**src/osc_ctrl_pkg.sv**
```systemverilog
// Purpose: Shared constants and types for the oscillator control block
// Assumes: APB slave with 32-bit data, one word per register
// Notes:   Register indexes are kept; byte address is four times the index
package osc_ctrl_pkg;

    // ==========================================================
    // Register map
    localparam int          ADDR_W          = 12;
    localparam logic [7:0]  EXT_CTRL_INDEX  = 8'hb1;
    localparam logic [7:0]  LF_CTRL_INDEX   = 8'he3;
    localparam logic [11:0] EXT_CTRL_ADDR   = {2'b00, EXT_CTRL_INDEX, 2'b00};
    localparam logic [11:0] LF_CTRL_ADDR    = {2'b00, LF_CTRL_INDEX, 2'b00};

    // ==========================================================
    // Low-frequency control fields
    localparam int          LF_EN_BIT       = 7;
    localparam int          LF_RDY_BIT      = 6;
    localparam int          LF_TRIM_LSB     = 2;
    localparam int          LF_DIV_LSB      = 0;
    localparam logic [3:0]  LF_TRIM_RESET   = 4'h8;
    localparam logic [1:0]  LF_DIV_RESET    = 2'h0;
    localparam logic [1:0]  LF_DIV_8        = 2'h0;
    localparam logic [1:0]  LF_DIV_4        = 2'h1;
    localparam logic [1:0]  LF_DIV_2        = 2'h2;
    localparam logic [1:0]  LF_DIV_1        = 2'h3;
    localparam int          LF_NOMINAL_KHZ  = 80;
    localparam int          LF_SETTLE_TICKS = 16;

    // ==========================================================
    // External oscillator control fields
    localparam int          EXT_MODE_LSB    = 4;
    localparam int          EXT_FREQ_LSB    = 0;
    localparam logic [2:0]  EXT_MODE_RESET  = 3'h0;
    localparam logic [2:0]  EXT_FREQ_RESET  = 3'h0;
    localparam logic [2:0]  EXT_MODE_CMOS   = 3'h2;
    localparam logic [2:0]  EXT_MODE_CMOS_2 = 3'h3;
    localparam logic [2:0]  EXT_MODE_RC_2   = 3'h4;
    localparam logic [2:0]  EXT_MODE_CAP_2  = 3'h5;

    typedef struct packed {
        logic       enable;
        logic [3:0] trim;
        logic [1:0] div_sel;
    } lf_ctrl_type;

    typedef struct packed {
        logic [2:0] mode;
        logic [2:0] freq_range;
    } ext_ctrl_type;

endpackage

```
**src/osc_ctrl.sv**
```systemverilog
// Purpose: Low-frequency oscillator and external oscillator control, APB slave
// Assumes: Oscillator ticks and the external clock pin are synchronous to i_core_clk
// Notes:   Zero-wait-state reads and writes; unmapped addresses answer pslverr
//
// Functional notes
// - Low-frequency oscillator runs only while its enable bit 7 is one.
// - Read-only ready flag at bit 6 shows the oscillator has stabilised.
// - Ready clears only on reset or a write changing the divider select.
// - Trim field bits 5:2 tunes oscillator, 0000b fastest, 1111b slowest.
// - Divider field 1:0 selects divide by 8, 4, 2 or 1.
// - External drive stays off while mode field 6:4 holds 00x.
// - Mode 010 takes a CMOS clock; 011 takes it through divide by two.
// - RC and capacitor modes follow a divide by two; 11x reserved.
// - Bits 7 and 3 of the external control read zero, writes ignored.
// - Enabled external modes take their clock from the dedicated pin.
// - Undivided oscillator nominal 80 kHz, giving 80, 40, 20, 10 kHz.
//
// Added by the designer: the APB interface to the registers.
`timescale 1ns/1ps

module osc_ctrl #(
    parameter int SETTLE_TICKS = osc_ctrl_pkg::LF_SETTLE_TICKS
) (
    input  wire logic                              i_core_clk,
    input  wire logic                              i_rst,
    input  wire logic                              psel,
    input  wire logic                              penable,
    input  wire logic                              pwrite,
    input  wire logic [osc_ctrl_pkg::ADDR_W-1:0]   paddr,
    input  wire logic [31:0]                       pwdata,
    output logic      [31:0]                       prdata,
    output logic                                   pready,
    output logic                                   pslverr,
    input  wire logic                              i_lf_osc_tick,
    input  wire logic                              i_ext_clock_pin,
    output logic                                   o_lf_osc_enable,
    output logic      [3:0]                        o_lf_osc_trim,
    output logic                                   o_lf_clk_tick,
    output logic                                   o_lf_osc_ready,
    output logic                                   o_ext_drive_en,
    output logic                                   o_ext_analog_pin,
    output logic      [2:0]                        o_ext_freq_range,
    output logic                                   o_ext_clk_tick
);

    // ==========================================================
    // State
    localparam int SW = $clog2(SETTLE_TICKS + 1);

    typedef struct packed {
        osc_ctrl_pkg::lf_ctrl_type  lf;
        osc_ctrl_pkg::ext_ctrl_type ext;
        logic                       lf_ready;
        logic [SW-1:0]              settle_cnt;
        logic [2:0]                 div_cnt;
        logic                       lf_tick;
        logic                       pin_last;
        logic                       ext_half;
        logic                       ext_tick;
        logic [31:0]                rdata;
    } state_type;

    state_type state_q;
    state_type state_d;

    logic       hit_ext;
    logic       hit_lf;
    logic       wr_en;
    logic [2:0] div_last;
    logic       div_done;
    logic       pin_rise;
    logic       ext_on;
    logic       ext_halved;
    logic [7:0] lf_read;
    logic [7:0] ext_read;

    // ==========================================================
    // Bus decode
    assign hit_ext = (paddr == osc_ctrl_pkg::EXT_CTRL_ADDR);
    assign hit_lf  = (paddr == osc_ctrl_pkg::LF_CTRL_ADDR);
    assign wr_en   = psel && penable && pwrite && (hit_ext || hit_lf);
    // Read data is captured in setup, so the access phase never waits
    assign pready  = psel && penable;
    assign pslverr = psel && penable && !(hit_ext || hit_lf);

    assign lf_read = {state_q.lf.enable, state_q.lf_ready,
                      state_q.lf.trim, state_q.lf.div_sel};
    assign ext_read = {1'b0, state_q.ext.mode, 1'b0, state_q.ext.freq_range};

    // ==========================================================
    // Low-frequency divider
    always_comb begin
        case (state_q.lf.div_sel)
            osc_ctrl_pkg::LF_DIV_8: div_last = 3'h7;
            osc_ctrl_pkg::LF_DIV_4: div_last = 3'h3;
            osc_ctrl_pkg::LF_DIV_2: div_last = 3'h1;
            default:                div_last = 3'h0;
        endcase
    end

    // Raw ticks are counted only while the oscillator is enabled
    assign div_done = state_q.lf.enable && i_lf_osc_tick
                      && (state_q.div_cnt >= div_last);

    // ==========================================================
    // External clock path
    assign pin_rise = i_ext_clock_pin && !state_q.pin_last;
    assign ext_on   = (state_q.ext.mode == osc_ctrl_pkg::EXT_MODE_CMOS)
                   || (state_q.ext.mode == osc_ctrl_pkg::EXT_MODE_CMOS_2)
                   || (state_q.ext.mode == osc_ctrl_pkg::EXT_MODE_RC_2)
                   || (state_q.ext.mode == osc_ctrl_pkg::EXT_MODE_CAP_2);
    assign ext_halved = (state_q.ext.mode != osc_ctrl_pkg::EXT_MODE_CMOS);

    // ==========================================================
    // Next state
    always_comb begin
        state_d = state_q;
        state_d.lf_tick  = 1'b0;
        state_d.ext_tick = 1'b0;
        state_d.pin_last = i_ext_clock_pin;

        if (psel && !penable) begin
            if (hit_lf) begin
                state_d.rdata = {24'h00_0000, lf_read};
            end else if (hit_ext) begin
                state_d.rdata = {24'h00_0000, ext_read};
            end else begin
                state_d.rdata = 32'h0000_0000;
            end
        end

        if (state_q.lf.enable && i_lf_osc_tick) begin
            if (div_done) begin
                state_d.div_cnt = 3'h0;
                state_d.lf_tick = 1'b1;
            end else begin
                state_d.div_cnt = state_q.div_cnt + 3'h1;
            end
        end

        // Settling counts divided ticks; ready then holds until cleared
        if (div_done && !state_q.lf_ready) begin
            if (state_q.settle_cnt >= SW'(SETTLE_TICKS - 1)) begin
                state_d.lf_ready = 1'b1;
            end else begin
                state_d.settle_cnt = state_q.settle_cnt + SW'(1);
            end
        end

        if (ext_on && pin_rise) begin
            if (ext_halved) begin
                state_d.ext_half = !state_q.ext_half;
                state_d.ext_tick = state_q.ext_half;
            end else begin
                state_d.ext_tick = 1'b1;
            end
        end

        if (wr_en && hit_lf) begin
            state_d.lf.enable  = pwdata[osc_ctrl_pkg::LF_EN_BIT];
            state_d.lf.trim    = pwdata[osc_ctrl_pkg::LF_TRIM_LSB +: 4];
            state_d.lf.div_sel = pwdata[osc_ctrl_pkg::LF_DIV_LSB +: 2];
            // A new divide ratio restarts settling; this clear wins over a set
            if (pwdata[osc_ctrl_pkg::LF_DIV_LSB +: 2] != state_q.lf.div_sel) begin
                state_d.lf_ready   = 1'b0;
                state_d.settle_cnt = '0;
                state_d.div_cnt    = 3'h0;
                state_d.lf_tick    = 1'b0;
            end
        end

        if (wr_en && hit_ext) begin
            state_d.ext.mode       = pwdata[osc_ctrl_pkg::EXT_MODE_LSB +: 3];
            state_d.ext.freq_range = pwdata[osc_ctrl_pkg::EXT_FREQ_LSB +: 3];
            state_d.ext_half       = 1'b0;
        end
    end

    // ==========================================================
    // Registers
    always_ff @(posedge i_core_clk or posedge i_rst) begin
        if (i_rst) begin
            state_q.lf.enable      <= 1'b0;
            state_q.lf.trim        <= osc_ctrl_pkg::LF_TRIM_RESET;
            state_q.lf.div_sel     <= osc_ctrl_pkg::LF_DIV_RESET;
            state_q.ext.mode       <= osc_ctrl_pkg::EXT_MODE_RESET;
            state_q.ext.freq_range <= osc_ctrl_pkg::EXT_FREQ_RESET;
            state_q.lf_ready       <= 1'b0;
            state_q.settle_cnt     <= '0;
            state_q.div_cnt        <= 3'h0;
            state_q.lf_tick        <= 1'b0;
            state_q.pin_last       <= 1'b0;
            state_q.ext_half       <= 1'b0;
            state_q.ext_tick       <= 1'b0;
            state_q.rdata          <= 32'h0000_0000;
        end else begin
            state_q <= state_d;
        end
    end

    // ==========================================================
    // Outputs
    assign prdata           = state_q.rdata;
    assign o_lf_osc_enable  = state_q.lf.enable;
    assign o_lf_osc_trim    = state_q.lf.trim;
    assign o_lf_clk_tick    = state_q.lf_tick;
    assign o_lf_osc_ready   = state_q.lf_ready;
    assign o_ext_drive_en   = ext_on;
    assign o_ext_analog_pin = (state_q.ext.mode == osc_ctrl_pkg::EXT_MODE_RC_2)
                           || (state_q.ext.mode == osc_ctrl_pkg::EXT_MODE_CAP_2);
    assign o_ext_freq_range = state_q.ext.freq_range;
    assign o_ext_clk_tick   = state_q.ext_tick;

endmodule

```
**config.mk**
```make
export PLATFORM = sky130hd
export DESIGN_NAME = osc_ctrl
export DESIGN_NICKNAME = d
export VERILOG_FILES = /design/src/osc_ctrl_pkg.sv /design/src/osc_ctrl.sv
export SDC_FILE = /design/constraint.sdc
export NUM_CORES = 1
export LEC_CHECK = 0
export BUFFER_PORTS_ARGS = -buffer_cell sky130_fd_sc_hd__buf_2
export CORE_MARGIN = 4
export CORE_UTILIZATION = 40
export DETAILED_ROUTE_END_ITERATION = 8
export PLACE_DENSITY = 0.7
export SYNTH_ARGS = -nofsm -noshare
export SYNTH_HDL_FRONTEND = slang
export SYNTH_SLANG_ARGS = --single-unit
export TNS_END_PERCENT = 30
```
**constraint.sdc**
```tcl
create_clock -name i_core_clk -period 6.1 [get_ports i_core_clk]
set_input_delay 1.22 -clock i_core_clk [delete_from_list [all_inputs] [get_ports i_core_clk]]
set_output_delay 1.22 -clock i_core_clk [all_outputs]
set_load 0.02 [all_outputs]
```
==> impl_results.md, run 1 <==
* Reg2reg start: lf_read[0]$_DFFE_PP0P_
* DIE AREA at 6170 sq um
* GRT Overall Usage at 12.9%
* Rows at 25
* Fmax at 291 MHz
* Crit path capture type: primary output
* Max VDD drop at 107 uV
* Worst path arrival time at 2.21 ns
* Post-Place Setup Slack at 2.65 ns
* Area grow syn2layout at 12.6%
* Final hold slack at 0.499 ns
* Power Density at 232 nW/um^2
* Max-slew violation count at 0
* Post-CTS Setup Bufs at 0
* I/O pins at 98
* Via-per-instance ratio at 4.76
* CTS clk-pin slew, worst paths at 0.07 ns
* Fin nets at 281
* TritonCTS clock tree: yes
* Hold Path Class: reg -> reg
* Worst setup path end: pslverr
* Ys Warns at 0
* Drt pass-1 iters at 4
* Vias at 1389
* Wire length of the first global-routing pass at 6180 um
* Critical path launch point type: input port
* Post-synth EDFFs at 0
* Wire per inst at 13.2 um
* # hold bufs at CTS at 0
* Post-placement cell count at 284
* Clock Tree Buf Depth at 2
* Critical path required time at 4.88 ns
* Initial antenna violation count at 0
* Worst Hold Depth at 1
* Port Buffers at 49
* Setup CP Type: in -> out
* Post-route DRC violation count at 0
* Critical Path Stages at 6
* Die H at 78.5 um
* Mux contribution to synthesized area at 8.67%
* Vias in the first global route at 1300
* Setup ws final at 2.67 ns
* R2r endpoint: state_q[41]$_DFF_PP0_
* Xor-xnor portion of the synthesized cell area at 1.76%
* Finish-stage setup viols at 0
* CP Cell Sequence: buf_2, nor4_2, nand4_2, a21oi_1, nor2b_1, buf_2
* R2r setup slk at 3.99 ns
* Ys async rst share at 100%
* Gate Count Post-Synth at 187
* Slowest stage delay, CP at 0.28 ns
* Worst reg2reg path depth at 6
* Grt ovf at 0
* Final Non-Filler Cells at 292
* Power Total at 0.520 mW
* Slowest cell on the critical path: nor4_2
* DR iter-0 viols at 95
* GP Congestion at 0.782
* Post-route clock period utilization at 56.3%
* Top delay family on crit path: simple AND/OR/NAND/NOR gates
* Crit path buf inv count at 2
* Critical Path Source: paddr[1]
* Skew final at 0.00515 ns
* Post-synthesis sequential area ratio at 42.8%
* Avg Cell Area, Syn at 10.6 sq um
* Layout cells sized above 1 at 34.7%
* PostCTS Resize Cnt at 0
* Max_cap viols at 0
* Antenna viol nets, final at 0
* Worst path most repeated cell: buf_2
* Cell area after synthesis at 1990 sq um
* CORE AREA at 4790 sq um
* Die Wd at 78.5 um
* Root Driver: clkbuf_8
* Top FF cell, synth: dfrtp_1
* RSZ-0062 raised after global routing: false
* H-tree Lvls at 2
* Initial Utilization at 41.6%
* Post-synthesis simple-gate area fraction at 15.9%
* Post-Route WL at 3870 um
* Synthesized flop and latch total at 34
* Complex-gate fraction of the synthesized area at 9.93%
* Crit-path max FO at 6
* Synth Area in Adders at 3.77%
* Status: complete, no violations
* Largest net degree at the start of global routing at 35
* # clock sinks at 34
* Worst Tran Pin Value at 1.14 ns
* Later-pin clock latency in the skew report at 0.29 ns
* Post-layout min period at 3.43 ns
* Combinational family with the most area after synthesis: buffers and inverters
* Setup tns final at 0 ns
* Diode count at 0
* DP HPWL at 2920 um
* Total CTS buffers at 5
* Final hold violation count at 0
* Pleak at 1.20 nW
* Worst relative slew slack at 24.0%
* Unique cell type count in the Yosys netlist at 41
==> cell families (layout without fill, tap and decap cells) <==
family / after synthesis / in the layout
compound gates: 28 / 28
simple gates: 52 / 52
other cells: 1 / 24
xor+xnor: 4 / 4
flops: 34 / 34
mux: 13 / 13
fa+ha+maj: 6 / 6
buf+inv: 49 / 64
==> cells in the mapped netlist, types with 2 or more instances <==
cell type  instances  area, sq um
nand2b_1           3         18.8
and2_0             6         37.5
nand4b_1           2         17.5
mux2_4             7          105
nand3_1            3         15.0
dfrtp_1           33          826
nor3b_1            2         15.0
nand2_1            8         30.0
nor2b_1            2         12.5
buf_4             39          293
nand3b_1           2         15.0
a21oi_1           10         50.1
nor3_2             2         20.0
a221o_1            6         60.1
and3_1             2         12.5
nor2_1             7         26.3
o21ai_0            4         20.0
or3_1              3         18.8
and2_1             2         12.5
a31oi_1            2         12.5
clkbuf_1           3         11.3
nor3_1             2         10.0
xnor2_1            3         26.3
inv_1              6         22.5
ha_1               6         75.1
mux2_2             6         67.6
a22o_1             2         17.5
==> power by group <==
group	total, mW	switching, mW	internal, mW	leakage (nW)
logic	0.0363	0.0263	0.00999	0.668
clock network	0.256	0.0821	0.174	0.0714
registers	0.227	0.000723	0.227	0.462
==> state kept, by name (all words and copies together), names as in the netlist <==
register	cells
ext_read	3
lf_read	2
o_ext_clk_tick	1
o_ext_freq_range	3
o_lf_clk_tick	1
o_lf_osc_enable	1
o_lf_osc_ready	1
o_lf_osc_trim	4
prdata	8
state_q	10
==> worst min path at each step <==
stage / from / end / slack, ns
6_report: prdata[7]$_DFFE_PP0P_ / prdata[7]$_DFFE_PP0P_ / 0.50
3_3_place_gp: prdata[7]$_DFFE_PP0P_ / prdata[7]$_DFFE_PP0P_ / 0.48
3_5_place_dp: prdata[7]$_DFFE_PP0P_ / prdata[7]$_DFFE_PP0P_ / 0.49
5_1_grt: prdata[3]$_DFFE_PP0P_ / prdata[3]$_DFFE_PP0P_ / 0.54
4_1_cts: prdata[7]$_DFFE_PP0P_ / prdata[7]$_DFFE_PP0P_ / 0.51
2_1_floorplan: prdata[3]$_DFFE_PP0P_ / prdata[3]$_DFFE_PP0P_ / 0.47
==> layout make-up <==
| type | instances | area, sq um |
|---|---|---|
| Multi-Input combinational cell | 127 | 887 |
| Fill cell | 450 | 2540 |
| Clock buffer | 6 | 82.6 |
| Inverter | 6 | 22.5 |
| Sequential cell | 34 | 852 |
| Tap cell | 67 | 83.8 |
| Clock inverter | 2 | 60.1 |
| Timing Repair Buffer | 50 | 253 |
==> per-stage QoR <==
stage | util, % | cell area, sq um
finish | 46.8 | 2240
detailed placement | 43.8 | 2100
CTS | 46.8 | 2240
global route | 46.8 | 2240
floorplan | - | 2080
global placement | 43.8 | 2100
==> cell usage in the layout, fill, tap and decap left out, types with 6 or more instances in the layout <==
master / Yosys / final
dfrtp_1: 33 / 33
ha_1: 6 / 6
mux2_4: 7 / 7
clkbuf_8: 0 / 6
mux2_2: 6 / 6
nand2_1: 8 / 8
inv_1: 6 / 6
a221o_1: 6 / 6
a21oi_1: 10 / 10
nor2_1: 7 / 7
and2_0: 6 / 6
conb_1: 1 / 24
buf_2: 0 / 49
==> layer usage <==
layer  GRT usage, %  part of all wire (%)  up-vias
met5              0                     0        -
met4           6.29                   2.0        0
met3           2.64                   7.3        8
met2           20.8                    47       59
met1           16.5                    43      653
li1               -                     -      669
Note: power is estimated with default switching activity, not from simulation.
==> run 2: changes to the inputs <==
--- a/config.mk
+++ b/config.mk
@@ -5,11 +5,12 @@
 export SDC_FILE = /design/constraint.sdc
 export NUM_CORES = 1
 export LEC_CHECK = 0
+export ABC_AREA = 1
 export BUFFER_PORTS_ARGS = -buffer_cell sky130_fd_sc_hd__buf_2
 export CORE_MARGIN = 4
 export CORE_UTILIZATION = 40
 export DETAILED_ROUTE_END_ITERATION = 8
-export PLACE_DENSITY = 0.7
+export PLACE_DENSITY = 0.68
 export SYNTH_ARGS = -nofsm -noshare
 export SYNTH_HDL_FRONTEND = slang
 export SYNTH_SLANG_ARGS = --single-unit
==> constraint.sdc (replaced) <==
create_clock -name i_core_clk -period 3.4 [get_ports i_core_clk]
set_input_delay 0.68 -clock i_core_clk [delete_from_list [all_inputs] [get_ports i_core_clk]]
set_output_delay 0.68 -clock i_core_clk [all_outputs]
set_load 0.02 [all_outputs]
==> impl_results.md, run 2 <==
* Status: complete, no violations
* Post-layout min period at 2.29 ns
* Avg Cell Area, Syn at 7.27 sq um
* Pleak at 1.51 nW
* Complex-gate fraction of the synthesized area at 6.16%
* Post-Place Setup Slack at 1.12 ns
* Yosys top cell by area: dfrtp_1
* Sequential cell area at 852 sq um
* Crit-path max FO at 3
* Worst reg2reg path depth at 11
* Critical path required time at 2.72 ns
* Post-Route WL at 4810 um
* Largest net degree at the start of global routing at 19
* Area grow syn2layout at 9.27%
* Post-synthesis sequential area ratio at 36.5%
* Grt ovf at 0
* Top-area cell type share of the netlist area at 35.4%
* Post-synth EDFFs at 0
* Number of flip-flops in the largest register at 10
* Wire length of the first global-routing pass at 8160 um
* Worst path arrival time at 1.61 ns
* Busiest grt layer: met2
* Initial antenna violation count at 0
* Antenna viol nets, final at 0
* Post-synthesis simple-gate area fraction at 32.4%
* Commonest non-fill, non-tap cells in the layout: nand2_1, buf_2, inv_1, dfrtp_1, conb_1
* Max_cap viols at 0
* TritonCTS clock tree: yes
* Gate Count Post-Synth at 321
* Max-slew violation count at 0
* # clock sinks at 34
* Multi-input logic area at 1070 sq um
* Post-placement cell area at 2460 sq um
* Cell area after synthesis at 2330 sq um
* Synthesized flop and latch total at 34
* Via-per-instance ratio at 4.49
* Fin nets at 417
* Critical path launch point type: input port
* Top-count cell post-synth: nand2_1
* Rows at 27
* CORE AREA at 5570 sq um
* CTS clk-pin slew, worst paths at 0.07 ns
* Drt pass-1 iters at 4
* Xor-xnor portion of the synthesized cell area at 0.375%
* Wire per inst at 11.1 um
* Combinational family with the most area after synthesis: simple AND/OR/NAND/NOR gates
* H-tree Lvls at 2
* GR Util met2 at 22.4%
* DP HPWL at 3740 um
* Met3 Use GR at 3.43%
* Vias at 1945
* Worst relative slew slack at 56.7%
* Ys Warns at 0
* Power Density at 316 nW/um^2
* DR iter-0 viols at 133
* GRT Overall Usage at 13.9%
* # hold bufs at CTS at 0
* Most common cell after layout, fill and taps aside: nand2_1
* Final Cell Area at 2550 sq um
* Synth top cells by count: nand2_1, inv_1, buf_4
* Port Buffers at 49
* Vias in the first global route at 1781
* Max VDD drop at 149 uV
* Initial Utilization at 41.9%
* Fmax at 437 MHz
* Layout cells sized above 1 at 23.8%
* DIE AREA at 7120 sq um
* PostCTS Resize Cnt at 0
* Synth area leaders: dfrtp_1, nand2_1, buf_4, inv_1, nand3_1
* Post-route clock period utilization at 67.3%
* Setup tns final at 0 ns
* Later-pin clock latency in the skew report at 0.29 ns
* Setup CP Type: in -> out
* Top FF cell, synth: dfrtp_1
* Skew final at 0.00427 ns
* Ys async rst share at 100%
* Crit path capture type: primary output
* Root Driver: clkbuf_8
* Total CTS buffers at 5
* Finish-stage setup viols at 0
* Post-route DRC violation count at 0
* Unique cell type count in the Yosys netlist at 31
* Final hold violation count at 0
* GP Congestion at 0.818
* Fillcell total at 579
* RSZ-0062 raised after global routing: false
* Grt met1 use at 18.7%
* Worst Tran Pin Value at 0.648 ns
* Die H at 84.4 um
* Top reg by flops: state_q
* I/O pins at 98
* Diode count at 0
* Clock Tree Buf Depth at 2
* Die Wd at 84.4 um
* Post-CTS Setup Bufs at 0
* Synth Area in Adders at 3.22%
* Setup ws final at 1.11 ns
* Mux contribution to synthesized area at 0%
* Hold Path Class: in -> async
[run 2: cell types whose count changed in the layout (fill, tap and decap cells not counted), moves of 6 or more]
| cell | delta |
|---|---|
| a21oi_1 | -7 |
| inv_1 | +41 |
| nand2_1 | +89 |
| o21ai_0 | +6 |
| nand2_2 | +6 |
| mux2_2 | -6 |
| nand3_1 | +16 |
| a221o_1 | -6 |
| mux2_4 | -7 |
| nor2_1 | +15 |
| and2_0 | -6 |
[run 2: worst paths after layout]
| path | from | end | slack [ns] |
|---|---|---|---|
| hold reg to reg | prdata[2]$_DFFE_PP0P_ | prdata[2]$_DFFE_PP0P_ | 0.49 |
| hold / removal | i_rst | prdata[0]$_DFFE_PP0P_ | 0.47 |
| setup / recovery | paddr[5] | pslverr | 1.11 |
| max in group asynchronous | i_rst | o_lf_osc_trim[3]$_DFFE_PP1P_ | 2.18 |
| min in group i_core_clk | prdata[2]$_DFFE_PP0P_ | prdata[2]$_DFFE_PP0P_ | 0.49 |
| setup reg to reg | state_q[39]$_DFF_PP0_ | state_q[41]$_DFF_PP0_ | 1.51 |
[run 2: layout make-up]
class	count	area share [%]
sequential	34	33.4
multi-input combinational	219	42.1
timing repair buffer	50	9.91
inverter	50	7.36
clock buffer	6	3.24
clock inverter	2	0.490
tap	72	3.53
[run 2: logic make-up after synthesis]
| kind of cell | count (synthesis) |
|---|---|
| AND/OR/NAND/NOR | 164 |
| buffers and inverters | 91 |
| flip-flops | 34 |
| AO/OA/AOI/OAI | 24 |
| XOR/XNOR | 1 |
| adder cells (fa/ha/maj) | 6 |
| other | 1 |
[run 2: through the flow]
step	util (%)	power, mW	std cells	hold WS, ns
2_1_floorplan	-	0.489	344	0.450
3_3_place_gp	44.1	0.498	425	0.464
3_5_place_dp	44.1	0.499	425	0.466
4_1_cts	45.8	0.809	433	0.485
5_1_grt	45.8	0.843	433	0.494
6_report	45.8	0.807	433	0.472
[run 2: critical path, stage by stage]
cell and delay (ns):
buf_2 0.11, nor2_2 0.16, nand2_2 0.09, nor2_4 0.13
nand2_1 0.11, and3_1 0.17, buf_2 0.16
[run 2: layer usage]
layer	up-vias	part of all wire, %
met2	63	47
met5	-	0
met4	0	1.2
met1	879	46
li1	998	-
met3	5	6.0
[run 2: power breakdown]
| group | total, mW | leakage [nW] | internal [mW] | switching, mW |
|---|---|---|---|---|
| logic | 0.0848 | 1.04 | 0.0206 | 0.0642 |
| registers | 0.406 | 0.428 | 0.406 | 0.000671 |
| clock network | 0.316 | 0.0472 | 0.163 | 0.153 |
| total | 0.807 | 1.51 | 0.589 | 0.218 |
==> run 3: changes to the inputs <==
--- a/config.mk
+++ b/config.mk
@@ -10,7 +10,7 @@
 export CORE_MARGIN = 4
 export CORE_UTILIZATION = 40
 export DETAILED_ROUTE_END_ITERATION = 8
-export PLACE_DENSITY = 0.68
+export PLACE_DENSITY = 0.7
 export SYNTH_ARGS = -nofsm -noshare
 export SYNTH_HDL_FRONTEND = slang
 export SYNTH_SLANG_ARGS = --single-unit
==> constraint.sdc (replaced) <==
create_clock -name i_core_clk -period 2 [get_ports i_core_clk]
set_input_delay 0.4 -clock i_core_clk [delete_from_list [all_inputs] [get_ports i_core_clk]]
set_output_delay 0.4 -clock i_core_clk [all_outputs]
set_load 0.02 [all_outputs]
==> impl_results.md, run 3 (synthesis gave the netlist of run 2 again) <==
* Status: complete, no violations
* Fmax at 569 MHz
* Crit-path max FO at 5
* R2r endpoint: state_q[41]$_DFF_PP0_
* # hold bufs at CTS at 0
* Later-pin clock latency in the skew report at 0.29 ns
* Pleak at 1.53 nW
* H-tree Lvls at 2
* Post-Place Setup Slack at 0.264 ns
* GRT Overall Usage at 13.7%
* Critical path launch point type: flip-flop
* GP Congestion at 0.817
* R2r setup slk at 0.24 ns
* Vias in the first global route at 1785
* Clock Tree Buf Depth at 2
* Crit path capture type: flip-flop
* Post-route DRC violation count at 0
* Finish-stage setup viols at 0
* Commonest non-fill, non-tap cells in the layout: nand2_1, buf_2, inv_1, dfrtp_1, conb_1
* Critical path required time at 2.18 ns
* Largest net degree at the start of global routing at 35
* Power Density at 534 nW/um^2
* Reg2reg start: state_q[40]$_DFF_PP0_
* Wire length of the first global-routing pass at 7960 um
* Max-slew violation count at 0
* Post-route clock period utilization at 87.8%
* Antenna viol nets, final at 0
* Sequential cell area at 852 sq um
* Worst reg2reg path depth at 11
* DR iter-0 viols at 118
* Post-layout min period at 1.76 ns
* Worst path arrival time at 1.94 ns
* Setup ws final at 0.243 ns
* Root Driver: clkbuf_8
* Layout cells sized above 1 at 24.5%
* Vias at 1950
* # clock sinks at 34
* Final hold violation count at 0
* RSZ-0062 raised after global routing: false
* CP Cell Sequence: ha_1, nand2_1, nor2_1, ha_1, nor2_1, buf_4, nand3_1, nand2_1, nor2_1, nor2_1, nor2_1
* PostCTS Resize Cnt at 0
* Initial Utilization at 41.9%
* Power Total at 1.37 mW
* Rows at 27
* Skew final at 0.00419 ns
* Setup CP Type: reg -> reg
* Worst path most repeated cell: nor2_1
* Diode count at 0
* Grt ovf at 0
* Die Wd at 84.4 um
* DIE AREA at 7120 sq um
* Wire per inst at 11.1 um
* Fin util at 46.2%
* Post-CTS Setup Bufs at 0
* Port Buffers at 49
* Slowest cell on the critical path: dfrtp_1
* Fin nets at 420
* Via-per-instance ratio at 4.47
* Slowest stage delay, CP at 0.43 ns
* Max_cap viols at 0
* Top delay family on crit path: simple AND/OR/NAND/NOR gates
* CTS clk-pin slew, worst paths at 0.07 ns
* CORE AREA at 5570 sq um
* Total CTS buffers at 5
* Post-Route WL at 4840 um
* Hold Path Class: in -> async
* DP HPWL at 3800 um
* Drt pass-1 iters at 4
* TritonCTS clock tree: yes
* I/O pins at 98
* Die H at 84.4 um
* Area grow syn2layout at 10.2%
* Top reg by flops: state_q
* Max VDD drop at 235 uV
* Setup tns final at 0 ns
* Crit path buf inv count at 1
* Number of flip-flops in the largest register at 10
* Most common cell after layout, fill and taps aside: nand2_1
* Multi-input logic area at 1070 sq um
* Fillcell total at 581
* Initial antenna violation count at 0
run 3: per-stage QoR:
step	cell area (sq um)	std cells	hold WS, ns
floorplan	2420	344	0.431
global placement	2480	428	0.470
detailed placement	2480	428	0.471
CTS	2570	436	0.219
global route	2570	436	0.235
finish	2570	436	0.198
run 3: layout make-up:
cell class | count | area share [%]
Tap cell | 72 | 3.50
Clock buffer | 6 | 3.21
Inverter | 50 | 7.29
Sequential cell | 34 | 33.1
Timing Repair Buffer | 53 | 10.7
Clock inverter | 2 | 0.486
Multi-Input combinational cell | 219 | 41.7
run 3: how the worst max path moves through the flow:
stage	slack [ns]	start	end	depth (start not counted)
2_1_floorplan	0.33	state_q[39]$_DFF_PP0_	state_q[40]$_DFF_PP0_	12
3_3_place_gp	0.28	paddr[5]	pslverr	7
3_5_place_dp	0.26	lf_read[1]$_DFFE_PP0P_	state_q[43]$_DFF_PP0_	12
4_1_cts	0.24	lf_read[1]$_DFFE_PP0P_	state_q[43]$_DFF_PP0_	12
5_1_grt	0.07	state_q[40]$_DFF_PP0_	state_q[40]$_DFF_PP0_	12
6_report	0.24	state_q[40]$_DFF_PP0_	state_q[41]$_DFF_PP0_	11
run 3: power by group:
part / internal [mW] / total [mW] / leakage [nW] / switching, mW
logic: 0.0363 / 0.145 / 1.05 / 0.109
clock network: 0.277 / 0.538 / 0.0472 / 0.261
registers: 0.690 / 0.691 / 0.428 / 0.00111
run 3: per-layer routing:
metal | routed length (um) | track usage [%] | up-vias
li1 | - | - | 1005
met1 | 2160 | 17.9 | 867
met2 | 2230 | 22.0 | 73
met3 | 372 | 3.63 | 5
met4 | 67 | 5.04 | 0
met5 | 0 | 0 | -
run 3: worst register-to-register path: cells and delay by family (launching register included):
family | cells | cell delay, ns
and+or+nand+nor | 8 | 0.64
DFF | 1 | 0.43
adders and majority gates | 2 | 0.40
buffers and inverters | 1 | 0.16
